==> config.mk <==
export PLATFORM = sky130hd
export DESIGN_NAME = bmrd_decoder
export DESIGN_NICKNAME = d
export VERILOG_FILES = /design/src/bmrd_pkg.sv /design/src/bmrd_decoder.sv /design/src/bmrd_boot_seq.sv
export SDC_FILE = /design/constraint.sdc
export NUM_CORES = 1
export LEC_CHECK = 0
export ABC_AREA = 0
export BUFFER_PORTS_ARGS = -buffer_cell sky130_fd_sc_hd__buf_4
export CAP_MARGIN = 5
export CORE_MARGIN = 2
export CORE_UTILIZATION = 38
export DETAILED_ROUTE_END_ITERATION = 8
export GPL_TIMING_DRIVEN = 0
export PLACE_DENSITY = 0.65
export REMOVE_ABC_BUFFERS = 1
export SLEW_MARGIN = 20
export SYNTH_ARGS = -nofsm -noshare
export SYNTH_HDL_FRONTEND = slang
export SYNTH_SLANG_ARGS = --single-unit
==> constraint.sdc <==
create_clock -name ref_clk -period 3.1 [get_ports ref_clk]
set_input_delay 0.155 -clock ref_clk [delete_from_list [all_inputs] [get_ports ref_clk]]
set_output_delay 0.155 -clock ref_clk [all_outputs]
set_load 0.05 [all_outputs]
==> src/bmrd_pkg.sv <==
`default_nettype none
package bmrd_pkg;
  // memory regions in both maps
  localparam logic [31:0] RST_ROM_LAST = 32'h0003_FFFF;
  localparam logic [31:0] RST_FL1_BASE = 32'h0004_0000;
  localparam logic [31:0] RST_FL2_BASE = 32'h0004_8000;
  localparam logic [31:0] NRM_LOW_BASE = 32'h0000_0000;
  localparam logic [31:0] NRM_HIGH_BASE = 32'h0000_8000;
  localparam logic [31:0] NRM_ROM_BASE = 32'h0002_0000;
  localparam logic [31:0] DFL_BASE = 32'h0006_8800;
  localparam logic [31:0] RAM_BASE = 32'h0006_9000;
  // region sizes in bytes
  localparam logic [31:0] ROM_SIZE = 32'h0000_2000;
  localparam logic [31:0] FLASH_SIZE = 32'h0000_8000;
  localparam logic [31:0] DFL_SIZE = 32'h0000_0800;
  localparam logic [31:0] RAM_SIZE = 32'h0000_1000;
  // checksum spans in bytes
  localparam int CHK_SHORT_BYTES = 2048;
  localparam int CHK_FULL_BYTES = 32768;
  localparam int OFS_W = 15;
  // peripheral windows, first and last byte
  localparam int PERIPH_N = 25;
  localparam logic [31:0] PERIPH_BASE [PERIPH_N] = '{
    32'h0012_0000, 32'h0013_0000, 32'h0014_0000, 32'h0015_0000, 32'h0016_0000,
    32'h0017_0000, 32'h0018_0000, 32'h0019_0000, 32'h001A_0000, 32'h001B_0000,
    32'h001C_0000, 32'h001D_0000, 32'h001E_0000, 32'hFFF7_EC00, 32'hFFF7_ED00,
    32'hFFF7_F000, 32'hFFF7_F600, 32'hFFF7_FA00, 32'hFFF7_FD00, 32'hFFFF_FD00,
    32'hFFFF_FE00, 32'hFFFF_FF20, 32'hFFFF_FF40, 32'hFFFF_FFD0, 32'hFFFF_FFD0};
  localparam logic [31:0] PERIPH_LAST [PERIPH_N] = '{
    32'h0012_00FF, 32'h0013_00FF, 32'h0014_00FF, 32'h0015_00FF, 32'h0016_00FF,
    32'h0017_00FF, 32'h0018_00FF, 32'h0019_00FF, 32'h001A_00FF, 32'h001B_00FF,
    32'h001C_00FF, 32'h001D_00FF, 32'h001E_00FF, 32'hFFF7_ECFF, 32'hFFF7_EDFF,
    32'hFFF7_F0FF, 32'hFFF7_F6FF, 32'hFFF7_FAFF, 32'hFFF7_FDFF, 32'hFFFF_FDFF,
    32'hFFFF_FEFF, 32'hFFFF_FF37, 32'hFFFF_FF50, 32'hFFFF_FFEC, 32'hFFFF_FFEC};
  // decode targets
  typedef enum logic [2:0] {
    TGT_NONE, TGT_ROM, TGT_FLASH1, TGT_FLASH2, TGT_DFLASH, TGT_RAM, TGT_PERIPH
  } bmrd_tgt_type;
  // bus request from a master
  typedef struct packed {
    logic valid;
    logic wr;
    logic [31:0] addr;
    logic [31:0] wdata;
  } bmrd_req_type;
  // decoded access towards the memories
  typedef struct packed {
    logic valid;
    logic wr;
    bmrd_tgt_type tgt;
    logic [OFS_W-1:0] offset;
    logic [31:0] wdata;
  } bmrd_dec_type;
  // memory map state, switched as one word
  typedef struct packed {
    logic normal;
    logic swap;
  } bmrd_map_type;
  localparam bmrd_map_type MAP_RESET = '{normal: 1'b0, swap: 1'b0};
endpackage
`default_nettype wire

==> src/bmrd_decoder.sv <==
// What this block does
// - after reset the 8 KB boot ROM repeats 32 times up to 0x0003_FFFF.
// - reset map puts flash bank 1 at 0x0004_0000, bank 2 at 0x0004_8000.
// - normal map puts chosen bank at 0, other at 0x8000; data memories unmoved.
// - in the normal map boot ROM answers only at 0x0002_0000 for 8 KB.
// - each peripheral is selected through a fixed address window; entries 23 and 24 share one window.
// - every reset starts execution in boot ROM before any flash code.
// - checksum first 2 kB of each bank; on pass run that bank from 0.
// - if short checksums fail, run further full-bank checksums before branching.
// - with no valid checksum, boot stays in control serving host memory commands.
`timescale 1ns/1ns
`default_nettype none
module bmrd_decoder #(
  parameter int SHORT_WORDS = bmrd_pkg::CHK_SHORT_BYTES / 4,
  parameter int FULL_WORDS = bmrd_pkg::CHK_FULL_BYTES / 4
) (
  // clock and reset
  input wire logic ref_clk,
  input wire logic rst_n,
  // processor bus request
  input wire bmrd_pkg::bmrd_req_type cpu_req,
  // host memory command while boot keeps control
  input wire bmrd_pkg::bmrd_req_type host_req,
  input wire logic host_start,
  input wire logic host_bank,
  // flash read port used by the boot checksum
  output logic chk_req,
  output logic chk_bank,
  output logic [12:0] chk_word,
  input wire logic [31:0] chk_data,
  input wire logic chk_ack,
  // decoded access
  output bmrd_pkg::bmrd_dec_type dec,
  output logic [bmrd_pkg::PERIPH_N-1:0] periph_sel,
  output logic decode_err,
  // map and boot status
  output logic map_normal,
  output logic map_swap,
  output logic host_mode,
  output logic boot_done
);
  bmrd_pkg::bmrd_map_type map;
  logic remap_go;
  logic remap_swap;

  // true when addr lies in [base, base+size-1]
  function automatic logic in_win(input logic [31:0] addr, input logic [31:0] base,
                                  input logic [31:0] size);
    in_win = (addr >= base) && (addr <= base + size - 32'h1);
  endfunction

  // offset mask for each target
  function automatic logic [bmrd_pkg::OFS_W-1:0] ofs_mask(input bmrd_pkg::bmrd_tgt_type t);
    case (t)
      bmrd_pkg::TGT_ROM: ofs_mask = bmrd_pkg::OFS_W'(bmrd_pkg::ROM_SIZE - 32'h1);
      bmrd_pkg::TGT_FLASH1,
      bmrd_pkg::TGT_FLASH2: ofs_mask = bmrd_pkg::OFS_W'(bmrd_pkg::FLASH_SIZE - 32'h1);
      bmrd_pkg::TGT_DFLASH: ofs_mask = bmrd_pkg::OFS_W'(bmrd_pkg::DFL_SIZE - 32'h1);
      bmrd_pkg::TGT_RAM: ofs_mask = bmrd_pkg::OFS_W'(bmrd_pkg::RAM_SIZE - 32'h1);
      bmrd_pkg::TGT_PERIPH: ofs_mask = 15'h00FF;
      default: ofs_mask = 15'h0000;
    endcase
  endfunction

  // boot sequencer drives the checksum walk and the map switch
  bmrd_boot_seq #(
    .SHORT_WORDS(SHORT_WORDS),
    .FULL_WORDS(FULL_WORDS)
  ) u_seq (
    .ref_clk(ref_clk),
    .rst_n(rst_n),
    .rd_req(chk_req),
    .rd_bank(chk_bank),
    .rd_word(chk_word),
    .rd_data(chk_data),
    .rd_ack(chk_ack),
    .host_start(host_start),
    .host_bank(host_bank),
    .remap_go(remap_go),
    .remap_swap(remap_swap),
    .host_mode(host_mode),
    .boot_done(boot_done)
  );

  // request source: host commands reach all memory while boot holds control
  wire bmrd_pkg::bmrd_req_type req = host_mode ? host_req : cpu_req;
  wire [31:0] a = req.addr;

  // reset-state memory windows
  wire rst_rom = (a <= bmrd_pkg::RST_ROM_LAST);
  wire rst_fl1 = in_win(a, bmrd_pkg::RST_FL1_BASE, bmrd_pkg::FLASH_SIZE);
  wire rst_fl2 = in_win(a, bmrd_pkg::RST_FL2_BASE, bmrd_pkg::FLASH_SIZE);

  // normal-operation memory windows
  wire nrm_low = in_win(a, bmrd_pkg::NRM_LOW_BASE, bmrd_pkg::FLASH_SIZE);
  wire nrm_high = in_win(a, bmrd_pkg::NRM_HIGH_BASE, bmrd_pkg::FLASH_SIZE);
  wire nrm_rom = in_win(a, bmrd_pkg::NRM_ROM_BASE, bmrd_pkg::ROM_SIZE);

  // data memories sit at the same place in both maps
  wire hit_dfl = in_win(a, bmrd_pkg::DFL_BASE, bmrd_pkg::DFL_SIZE);
  wire hit_ram = in_win(a, bmrd_pkg::RAM_BASE, bmrd_pkg::RAM_SIZE);

  // peripheral window compare, one per block
  logic [bmrd_pkg::PERIPH_N-1:0] next_periph;
  genvar gi;
  generate
    for (gi = 0; gi < bmrd_pkg::PERIPH_N; gi++) begin : g_periph
      assign next_periph[gi] = (a >= bmrd_pkg::PERIPH_BASE[gi]) &&
                               (a <= bmrd_pkg::PERIPH_LAST[gi]);
    end
  endgenerate
  wire hit_periph = |next_periph;

  // flash banks as seen in the normal map
  wire bmrd_pkg::bmrd_tgt_type low_bank = map.swap ? bmrd_pkg::TGT_FLASH2 : bmrd_pkg::TGT_FLASH1;
  wire bmrd_pkg::bmrd_tgt_type high_bank = map.swap ? bmrd_pkg::TGT_FLASH1 : bmrd_pkg::TGT_FLASH2;

  // target select against the one registered map word
  wire bmrd_pkg::bmrd_tgt_type rst_tgt =
    rst_rom ? bmrd_pkg::TGT_ROM :
    rst_fl1 ? bmrd_pkg::TGT_FLASH1 :
    rst_fl2 ? bmrd_pkg::TGT_FLASH2 : bmrd_pkg::TGT_NONE;
  wire bmrd_pkg::bmrd_tgt_type nrm_tgt =
    nrm_low ? low_bank :
    nrm_high ? high_bank :
    nrm_rom ? bmrd_pkg::TGT_ROM : bmrd_pkg::TGT_NONE;
  wire bmrd_pkg::bmrd_tgt_type mem_tgt = map.normal ? nrm_tgt : rst_tgt;
  wire bmrd_pkg::bmrd_tgt_type next_tgt =
    (mem_tgt != bmrd_pkg::TGT_NONE) ? mem_tgt :
    hit_dfl ? bmrd_pkg::TGT_DFLASH :
    hit_ram ? bmrd_pkg::TGT_RAM :
    hit_periph ? bmrd_pkg::TGT_PERIPH : bmrd_pkg::TGT_NONE;
  wire [bmrd_pkg::OFS_W-1:0] next_ofs = a[bmrd_pkg::OFS_W-1:0] & ofs_mask(next_tgt);
  wire next_err = req.valid && (next_tgt == bmrd_pkg::TGT_NONE);

  // map word: both fields change on one edge after the checksum decision
  always_ff @(posedge ref_clk or negedge rst_n) begin
    if (!rst_n) begin
      map <= bmrd_pkg::MAP_RESET;
    end else if (remap_go) begin
      map <= '{normal: 1'b1, swap: remap_swap};
    end
  end

  // registered decode result, one cycle after the request
  always_ff @(posedge ref_clk or negedge rst_n) begin
    if (!rst_n) begin
      dec <= '0;
      periph_sel <= '0;
      decode_err <= 1'b0;
    end else begin
      dec.valid <= req.valid && !next_err;
      dec.wr <= req.wr;
      dec.tgt <= next_tgt;
      dec.offset <= next_ofs;
      dec.wdata <= req.wdata;
      periph_sel <= req.valid ? next_periph : '0;
      decode_err <= next_err;
    end
  end

  // map state shown to the system
  assign map_normal = map.normal;
  assign map_swap = map.swap;
endmodule
`default_nettype wire

==> src/bmrd_boot_seq.sv <==
`timescale 1ns/1ns
`default_nettype none
module bmrd_boot_seq #(
  parameter int SHORT_WORDS = bmrd_pkg::CHK_SHORT_BYTES / 4,
  parameter int FULL_WORDS = bmrd_pkg::CHK_FULL_BYTES / 4
) (
  // clock and reset
  input wire logic ref_clk,
  input wire logic rst_n,
  // flash read port for checksums
  output logic rd_req,
  output logic rd_bank,
  output logic [12:0] rd_word,
  input wire logic [31:0] rd_data,
  input wire logic rd_ack,
  // host start command while the boot code keeps control
  input wire logic host_start,
  input wire logic host_bank,
  // map switch request
  output logic remap_go,
  output logic remap_swap,
  output logic host_mode,
  output logic boot_done
);
  typedef enum logic [2:0] {S_READ, S_CHECK, S_HOST, S_REMAP, S_DONE} bmrd_st_type;
  bmrd_st_type state;
  logic [1:0] phase; // bit1 full span, bit0 bank
  logic [31:0] sum;
  logic pass;
  logic bank_sel;
  wire [12:0] last_word = phase[1] ? 13'(FULL_WORDS - 1) : 13'(SHORT_WORDS - 1);
  wire at_last = (rd_word == last_word);

  // handshake outputs from state
  assign rd_req = (state == S_READ);
  assign rd_bank = phase[0];
  assign remap_go = (state == S_REMAP);
  assign remap_swap = bank_sel;
  assign host_mode = (state == S_HOST);
  assign boot_done = (state == S_DONE);

  // checksum walk: sum of all words but the last must equal the last
  always_ff @(posedge ref_clk or negedge rst_n) begin
    if (!rst_n) begin
      state <= S_READ;
      phase <= 2'h0;
      sum <= 32'h0;
      pass <= 1'b0;
      bank_sel <= 1'b0;
      rd_word <= 13'h0;
    end else begin
      case (state)
        S_READ: begin
          if (rd_ack) begin
            if (at_last) begin
              pass <= (sum == rd_data);
              state <= S_CHECK;
            end else begin
              sum <= sum + rd_data;
              rd_word <= rd_word + 13'h1;
            end
          end
        end
        S_CHECK: begin
          sum <= 32'h0;
          rd_word <= 13'h0;
          if (pass) begin
            bank_sel <= phase[0];
            state <= S_REMAP;
          end else if (phase == 2'h3) begin
            state <= S_HOST;
          end else begin
            phase <= phase + 2'h1;
            state <= S_READ;
          end
        end
        S_HOST: begin
          if (host_start) begin
            bank_sel <= host_bank;
            state <= S_REMAP;
          end
        end
        S_REMAP: state <= S_DONE;
        S_DONE: state <= S_DONE;
        default: state <= S_READ;
      endcase
    end
  end
endmodule
`default_nettype wire

==> flow_summary.json, run 1 <==
{
  "run_status": "finished with violations",
  "violations": "setup timing",
  "design_area_um2": 12590,
  "diodes": 0,
  "final-hold-violation-count": 0,
  "dr_wl_met3_mm": 2.232,
  "p_int_w": 0.004352,
  "power_w": 0.006939,
  "ir_worst_vdd_mv": 0.3705,
  "cp-start-kind": "flop",
  "cap_violations": 0,
  "ys.flop_type": "dfrtp_1",
  "place_ws_ns": -1.388,
  "syn2layout_area_growth_pct": 54.27,
  "vias": 8956,
  "cp.required_ns": 3.37,
  "cp-end-kind": "flop",
  "top_layer_used": "met4",
  "min_period_ns": 3.107,
  "gp_congestion": 0.9564,
  "cts_tree": "built",
  "final_cell_mix": "294 x buf_4, 182 x nand2_1, 128 x dfrtp_1, 79 x dlygate4sd3_1, 76 x nor2_1",
  "switching_share_pct": 37.29,
  "netlist-cell-type-count": 76,
  "powerDensity_nw_per_um2": 551.3,
  "wl_mm": 30.08,
  "firstDrtPassIters": 5,
  "hp-class": "in2reg",
  "fin_crit_sh_pct": 100.2,
  "synth_edf_count": 0,
  "dpl.cell_count": 1459,
  "clkPwrFrac_pct": 28.2,
  "ys_ff_latch": 131,
  "rsz0062_at_grt": "true",
  "fmax_mhz": 321.9,
  "antenna_left": 0,
  "layoutNonFillerInstCount": 1613,
  "worst_ep_arrival_time_ns": 3.37,
  "p_sw_w": 0.002588,
  "antenna_found_initial": 0,
  "clk_pin_slew_ns": 0.06,
  "die_width_um": 150.5,
  "relSlewSlack_pct": 13.88,
  "synth_seq_area_share_pct": 40.18,
  "dpl.hpwl_mm": 19.84,
  "grt_first_pass_wirelength_mm": 43.70,
  "cts_inserted_buffers": 17,
  "overflow": 0,
  "drtIter0Drc": 603,
  "route.detailed.drc": 0,
  "grt_pass1_vias": 8424,
  "clk_path_buf_depth": 2,
  "portBuffers": 265,
  "ctsRootBufferMaster": "clkbuf_16",
  "critPathKind": "reg2reg",
  "cts.sinks": 131,
  "fin_skew_ns": 0.01713,
  "report.final.slew_viol_count": 0,
  "htree_levels": 4,
  "async_flop_share_pct": 100.0,
  "coreArea_um2": 21020,
  "p_seq_share_pct": 31.0,
  "power.leakage_nw": 5.909,
  "start_util_pct": 38.81,
  "dr_wl_met2_mm": 14.79,
  "synth_area_per_cell_um2": 8.535,
  "setup_slack_ns": -0.006801,
  "setup_viol": 1,
  "placed_area_um2": 10370,
  "critPathMaxFanout": 8,
  "wl_met1_mm": 12.11,
  "hold_path_depth": 3,
  "wl_per_cell_um": 18.65,
  "row_count": 53,
  "syn_area_um2": 8159,
  "viasPerCell": 5.552,
  "dieHeight_um": 150.5,
  "postSynthCellCount": 956,
  "grt_usage_pct": 24.87,
  "drive_gt1_share_pct": 31.17,
  "nets": 1529,
  "combPwrFrac_pct": 40.8,
  "pin_count": 266,
  "insertion_delay_ns": 0.42,
  "final_common_cell": "buf_4",
  "worst_pin_slew_ns": 1.274,
  "rr_worst_depth": 11,
  "whs_ns": 0.01627,
  "die-area_um2": 22660,
  "yosys_warnings": 0,
  "grt_max_degree": 88
}
## sequential cells by signal (all words and copies together) (netlist names)
| name | cells |
|---|---|
| decode_err | 1 |
| map_normal | 1 |
| u_seq.remap_swap | 1 |
| u_seq.state | 3 |
| u_seq.pass | 1 |
| dec | 52 |
| u_seq.rd_word | 13 |
| u_seq.sum | 32 |
| periph_sel | 24 |
| u_seq.phase | 2 |
| map_swap | 1 |
## path summary, 6_finish.rpt
kind	endpoint	slack [ns]	startpoint
max reg2reg	decode_err	-0.007	u_seq.state[2]
min	dec[38]	0.02	cpu_req[38]
min reg2reg	u_seq.sum[31]	0.50	u_seq.sum[31]
min in group asynchronous	u_seq.sum[9]	0.22	rst_n
max	decode_err	-0.007	u_seq.state[2]
max in group asynchronous	u_seq.sum[31]	2.09	rst_n
## worst max-delay path: stages (launching register included)
cell       delay, ns
dfrtp_2         0.44
or3b_4          0.51
buf_12          0.18
clkinv_16       0.07
mux2i_4         0.32
nand4_4         0.24
o2111ai_4       0.30
a21oi_2         0.13
o32ai_4         0.32
nor4_4          0.12
and2_4          0.19
nor2b_4         0.12
## per-layer routing
metal / track usage, % / vias to the layer above
met4: 9.434 / 0
met5: 0 / -
li1: - / 4229
met2: 41.39 / 388
met1: 30.97 / 4261
met3: 6.424 / 78
## power by group through the flow
stage,combinational (W),sequential (W),clock [W]
floorplan,0.00171,0.00234,0
global placement,0.00258,0.00217,0
detailed placement,0.00262,0.00218,0
CTS,0.00277,0.00215,0.00199
global route,0.00315,0.00219,0.00205
finish,0.00283,0.00215,0.00196
## per-stage QoR
step	util [%]	TNS, ns
after detailed placement	49.34	-19.71
after CTS	57.47	-0.004393
after global routing	59.88	-0.4601
after floorplan	-	-96.55
after global placement	48.75	-216.16
final	59.88	-0.006801
## logic make-up after synthesis
| logic type | share of synthesized area [%] |
|---|---|
| AOI/OAI and AO/OA | 16.50 |
| xor gates and xnor gates | 4.187 |
| adders and majority gates | 5.306 |
| buffers and inverters | 3.696 |
| DFF | 40.18 |
| muxes | 2.438 |
| and+or+nand+nor | 27.70 |
## repair_timing
action	CTS	global route
setup endpoints to repair	39	16
hold buffers	79	0
pin swaps	11	20
gates cloned	4	5
hold endpoints to repair	84	0
setup buffers	12	24
resized for setup	39	47
## synth_stat cells (3+ instances only)
master,instances,share of area (%)
a31oi_1,6,0.46
xor2_1,24,2.6
dfrtp_1,131,40
nand3b_1,5,0.46
nor2b_1,5,0.38
o22ai_1,4,0.31
nor4_1,20,1.5
o41ai_1,4,0.43
a21oi_1,53,3.3
nor4b_1,7,0.75
xnor2_1,15,1.6
nor3b_1,5,0.46
a211oi_1,9,0.83
buf_1,7,0.32
nand2_1,183,8.4
clkbuf_1,19,0.87
buf_6,5,0.69
inv_1,13,0.60
and2_1,6,0.46
nand3_1,48,2.9
o2111ai_1,5,0.54
nor2_1,77,3.5
o21bai_1,3,0.28
o211ai_1,15,1.4
and3_1,13,1.0
buf_4,6,0.55
a22oi_1,5,0.46
a21o_1,10,0.92
o21a_1,5,0.46
o31ai_1,4,0.37
or2_2,4,0.31
nand4_1,25,1.9
mux2_2,4,0.55
nor3_1,25,1.5
ha_1,33,5.1
or3_1,13,1.0
or4_1,3,0.28
nand2b_1,9,0.69
and4_1,5,0.54
o21ai_0,65,4.0
mux2i_1,14,1.7
## layout make-up
class                           instances  area [um2]
Tap cell                              275       344.1
Fill cell                            1808        8434
Sequential cell                       131        3282
Timing Repair Buffer                  385        3247
Clock inverter                         11       106.4
Inverter                               14       78.83
Multi-Input combinational cell        773        5022
Clock buffer                           20       456.7
Timing Repair inverter                  4       50.05
No activity file was read; power rests on OpenSTA's default activity.
==> run 2: changes to the inputs <==
--- a/config.mk
+++ b/config.mk
@@ -10,11 +10,12 @@
 export CAP_MARGIN = 5
 export CORE_MARGIN = 2
 export CORE_UTILIZATION = 38
+export CTS_BUF_LIST = sky130_fd_sc_hd__clkbuf_8
 export DETAILED_ROUTE_END_ITERATION = 8
 export GPL_TIMING_DRIVEN = 0
-export PLACE_DENSITY = 0.65
 export REMOVE_ABC_BUFFERS = 1
 export SLEW_MARGIN = 20
 export SYNTH_ARGS = -nofsm -noshare
 export SYNTH_HDL_FRONTEND = slang
+export SYNTH_HIERARCHICAL = 1
 export SYNTH_SLANG_ARGS = --single-unit
==> run 2 against run 1 <==
Synthesized cell count decreased by 4.0%. The flow still finishes with violations (setup timing). Clock power decreased by 15%. Design area increased by 2.4%. Sequential cell count did not move. Register-to-register slack worse by 0.20 ns. Cell count fell by 1.1%. Largest cell class unchanged. Synthesized area increased by 3.3%. Core utilization decreased by 0.81 points.
==> flow_summary.json, run 2 <==
{
  "setup_slack_ns": -0.2066,
  "p_int_w": 0.004071,
  "grt_first_pass_wirelength_mm": 48.01,
  "crit_buf_inv": 3,
  "yosysMostFrequentCell": "dfrtp_1",
  "fin_skew_ns": 0.02477,
  "worst_ep_arrival_time_ns": 3.72,
  "crit_path_max_incr_delay_ns": 0.45,
  "yosysTopAreaCell": "dfrtp_1",
  "final_cell_mix": "304 x buf_4, 130 x dfrtp_1, 86 x nand2_1, 81 x dlygate4sd3_1, 71 x nor2_1",
  "dieHeight_um": 152.9,
  "syn2layout_area_growth_pct": 52.98,
  "fillCellCount": 1864,
  "cts_tree": "built",
  "synth_area_per_cell_um2": 9.180,
  "p_sw_w": 0.002767,
  "vias": 9081,
  "ys.flop_type": "dfrtp_1",
  "die-area_um2": 23380,
  "gp_congestion": 0.9573,
  "fmax_mhz": 302.4,
  "postSynthCellCount": 918,
  "min_period_ns": 3.307,
  "clk_pin_slew_ns": 0.09,
  "async_flop_share_pct": 100.0,
  "ctsRootBufferMaster": "clkbuf_8",
  "largest-register": "dec",
  "place_ws_ns": -1.383,
  "overflow": 0,
  "powerDensity_nw_per_um2": 530.4,
  "ir_worst_vdd_mv": 0.2959,
  "cts.sinks": 131,
  "switching_share_pct": 40.46,
  "viasPerCell": 5.690,
  "critPathKind": "reg2reg",
  "clk_path_buf_depth": 2,
  "path_cells": "or3b_4 -> clkinv_8 -> bufbuf_16 -> nor3_2 -> a211oi_1 -> o21ai_1 -> o2111ai_2 -> o211ai_1 -> a2111oi_4 -> buf_4 -> and3_4 -> and2_4",
  "cp_top_family": "compound AO/OA/AOI/OAI gates",
  "cts_inserted_buffers": 17,
  "coreArea_um2": 21820,
  "netlist-cell-type-count": 83,
  "synth_seq_area_share_pct": 38.90,
  "power.leakage_nw": 5.882,
  "seqCellArea_um2": 3279,
  "top_regs": "dec (52), u_seq/sum (32), periph_sel (24)",
  "cap_violations": 0,
  "largest_reg_flops": 52,
  "setup_viol": 13,
  "yosys-top-cells-count": "131 x dfrtp_1, 89 x nand2_1, 75 x nor2_1",
  "nets": 1506,
  "report.final.slew_viol_count": 0,
  "firstDrtPassIters": 5,
  "insertion_delay_ns": 0.48,
  "grt_usage_pct": 25.65,
  "grt_max_degree": 77,
  "worst_pin_slew_ns": 0.7922,
  "combPwrFrac_pct": 44.4,
  "htree_levels": 4,
  "wl_per_cell_um": 19.26,
  "drive_gt1_share_pct": 36.40,
  "critPathMaxFanout": 13,
  "ys_ff_latch": 131,
  "cp-end-kind": "flop",
  "start_util_pct": 38.61,
  "synthTopCellsByArea": "dfrtp_1 39%, mux2_2 5.6%, ha_1 4.9%, nand2_1 4.0%, nor2_1 3.3%",
  "grt_pass1_vias": 9032,
  "rsz0062_at_grt": "true",
  "cp_slowest_cell": "or3b_4",
  "clkPwrFrac_pct": 24.2,
  "antenna_left": 0,
  "layoutNonFillerInstCount": 1596,
  "p_seq_share_pct": 31.3,
  "synth_top_area_share_pct": 38.90,
  "dpl.cell_count": 1427,
  "route.detailed.drc": 0,
  "violations": "setup timing",
  "multi_input_area_um2": 5246,
  "fin_crit_sh_pct": 106.7,
  "dpl.hpwl_mm": 19.86,
  "final_common_cell": "buf_4",
  "row_count": 54,
  "run_status": "finished with violations",
  "hp-class": "in2reg",
  "antenna_found_initial": 1,
  "die_width_um": 152.9,
  "finalSetupTns_ns": -2.189,
  "cp.required_ns": 3.51,
  "portBuffers": 265,
  "drtIter0Drc": 646,
  "diodes": 0,
  "yosys_warnings": 6,
  "relSlewSlack_pct": 47.19,
  "final-hold-violation-count": 0,
  "cp-start-kind": "flop",
  "syn_area_um2": 8427,
  "synth_edf_count": 0,
  "pin_count": 266,
  "whs_ns": 0.04722,
  "wl_mm": 30.73
}
run 2: kinds of logic (layout without fill, tap and decap cells):
group	count (synthesis)	count (layout)	share of synthesized area, %
AOI/OAI and AO/OA	240	241	19.36
xor gates and xnor gates	37	37	3.846
adders and majority gates	34	34	5.137
buffers and inverters	62	458	3.519
DFF	131	131	38.90
muxes	64	64	8.226
and+or+nand+nor	350	351	21.01
run 2: metal layers:
| layer | share of wire (%) | track usage, % |
|---|---|---|
| met5 | 0.0065 | 0 |
| met4 | 4.2 | 10.05 |
| met3 | 7.7 | 6.436 |
| met2 | 47 | 42.79 |
| met1 | 41 | 32.00 |
run 2: through the flow:
step,area [um2],total power [W],utilization (%)
after CTS,12710,0.006833,58.23
after global placement,10550,0.004995,48.35
after floorplan,8213,0.004246,-
after global routing,12890,0.007308,59.07
final,12890,0.006838,59.07
after detailed placement,10660,0.005043,48.84
run 2: final timing paths:
kind | from | to | slack (ns) | depth (start not counted)
worst max-delay path | u_seq/state[2] | decode_err | -0.21 | 12
worst min-delay path | cpu_req[37] | dec[37] | 0.05 | 3
worst max register to register | u_seq/state[2] | decode_err | -0.21 | 12
worst min register to register | u_seq/sum[6] | u_seq/sum[6] | 0.49 | 2
max in group asynchronous | rst_n | map_swap | 2.18 | 3
min in group asynchronous | rst_n | u_seq/sum[19] | 0.18 | 2
run 2: final cells by class:
class                      count  share of cell area (%)
clock buffer                  17                   1.815
clock inverter                15                   1.611
inverter                      22                  0.7377
multi-input combinational    727                   40.70
sequential                   131                   25.44
tap                          280                   2.718
timing repair buffer         403                   26.93
timing repair inverter         1                 0.04853
run 2: power groups by stage:
stage	clock network [W]	logic (W)	registers (W)
after floorplan	0	0.00192	0.00232
after global placement	0	0.00284	0.00216
after detailed placement	0	0.00288	0.00217
after CTS	0.00169	0.00300	0.00214
after global routing	0.00177	0.00336	0.00218
final	0.00166	0.00304	0.00214
run 2: what timing repair did:
action | 4_1_cts | 5_1_grt
hold endpoints to repair | 97 | 0
endpoints found under the setup margin | 44 | 16
gates cloned | 10 | 0
buffers inserted | 35 | 11
pin swaps | 19 | 11
gates resized for setup | 66 | 23
hold buffers | 81 | 0
run 2: worst min-delay path, cell delays in order:
cell and delay [ns]:
buf_4 0.09, mux2i_1 0.11, nor2_1 0.12
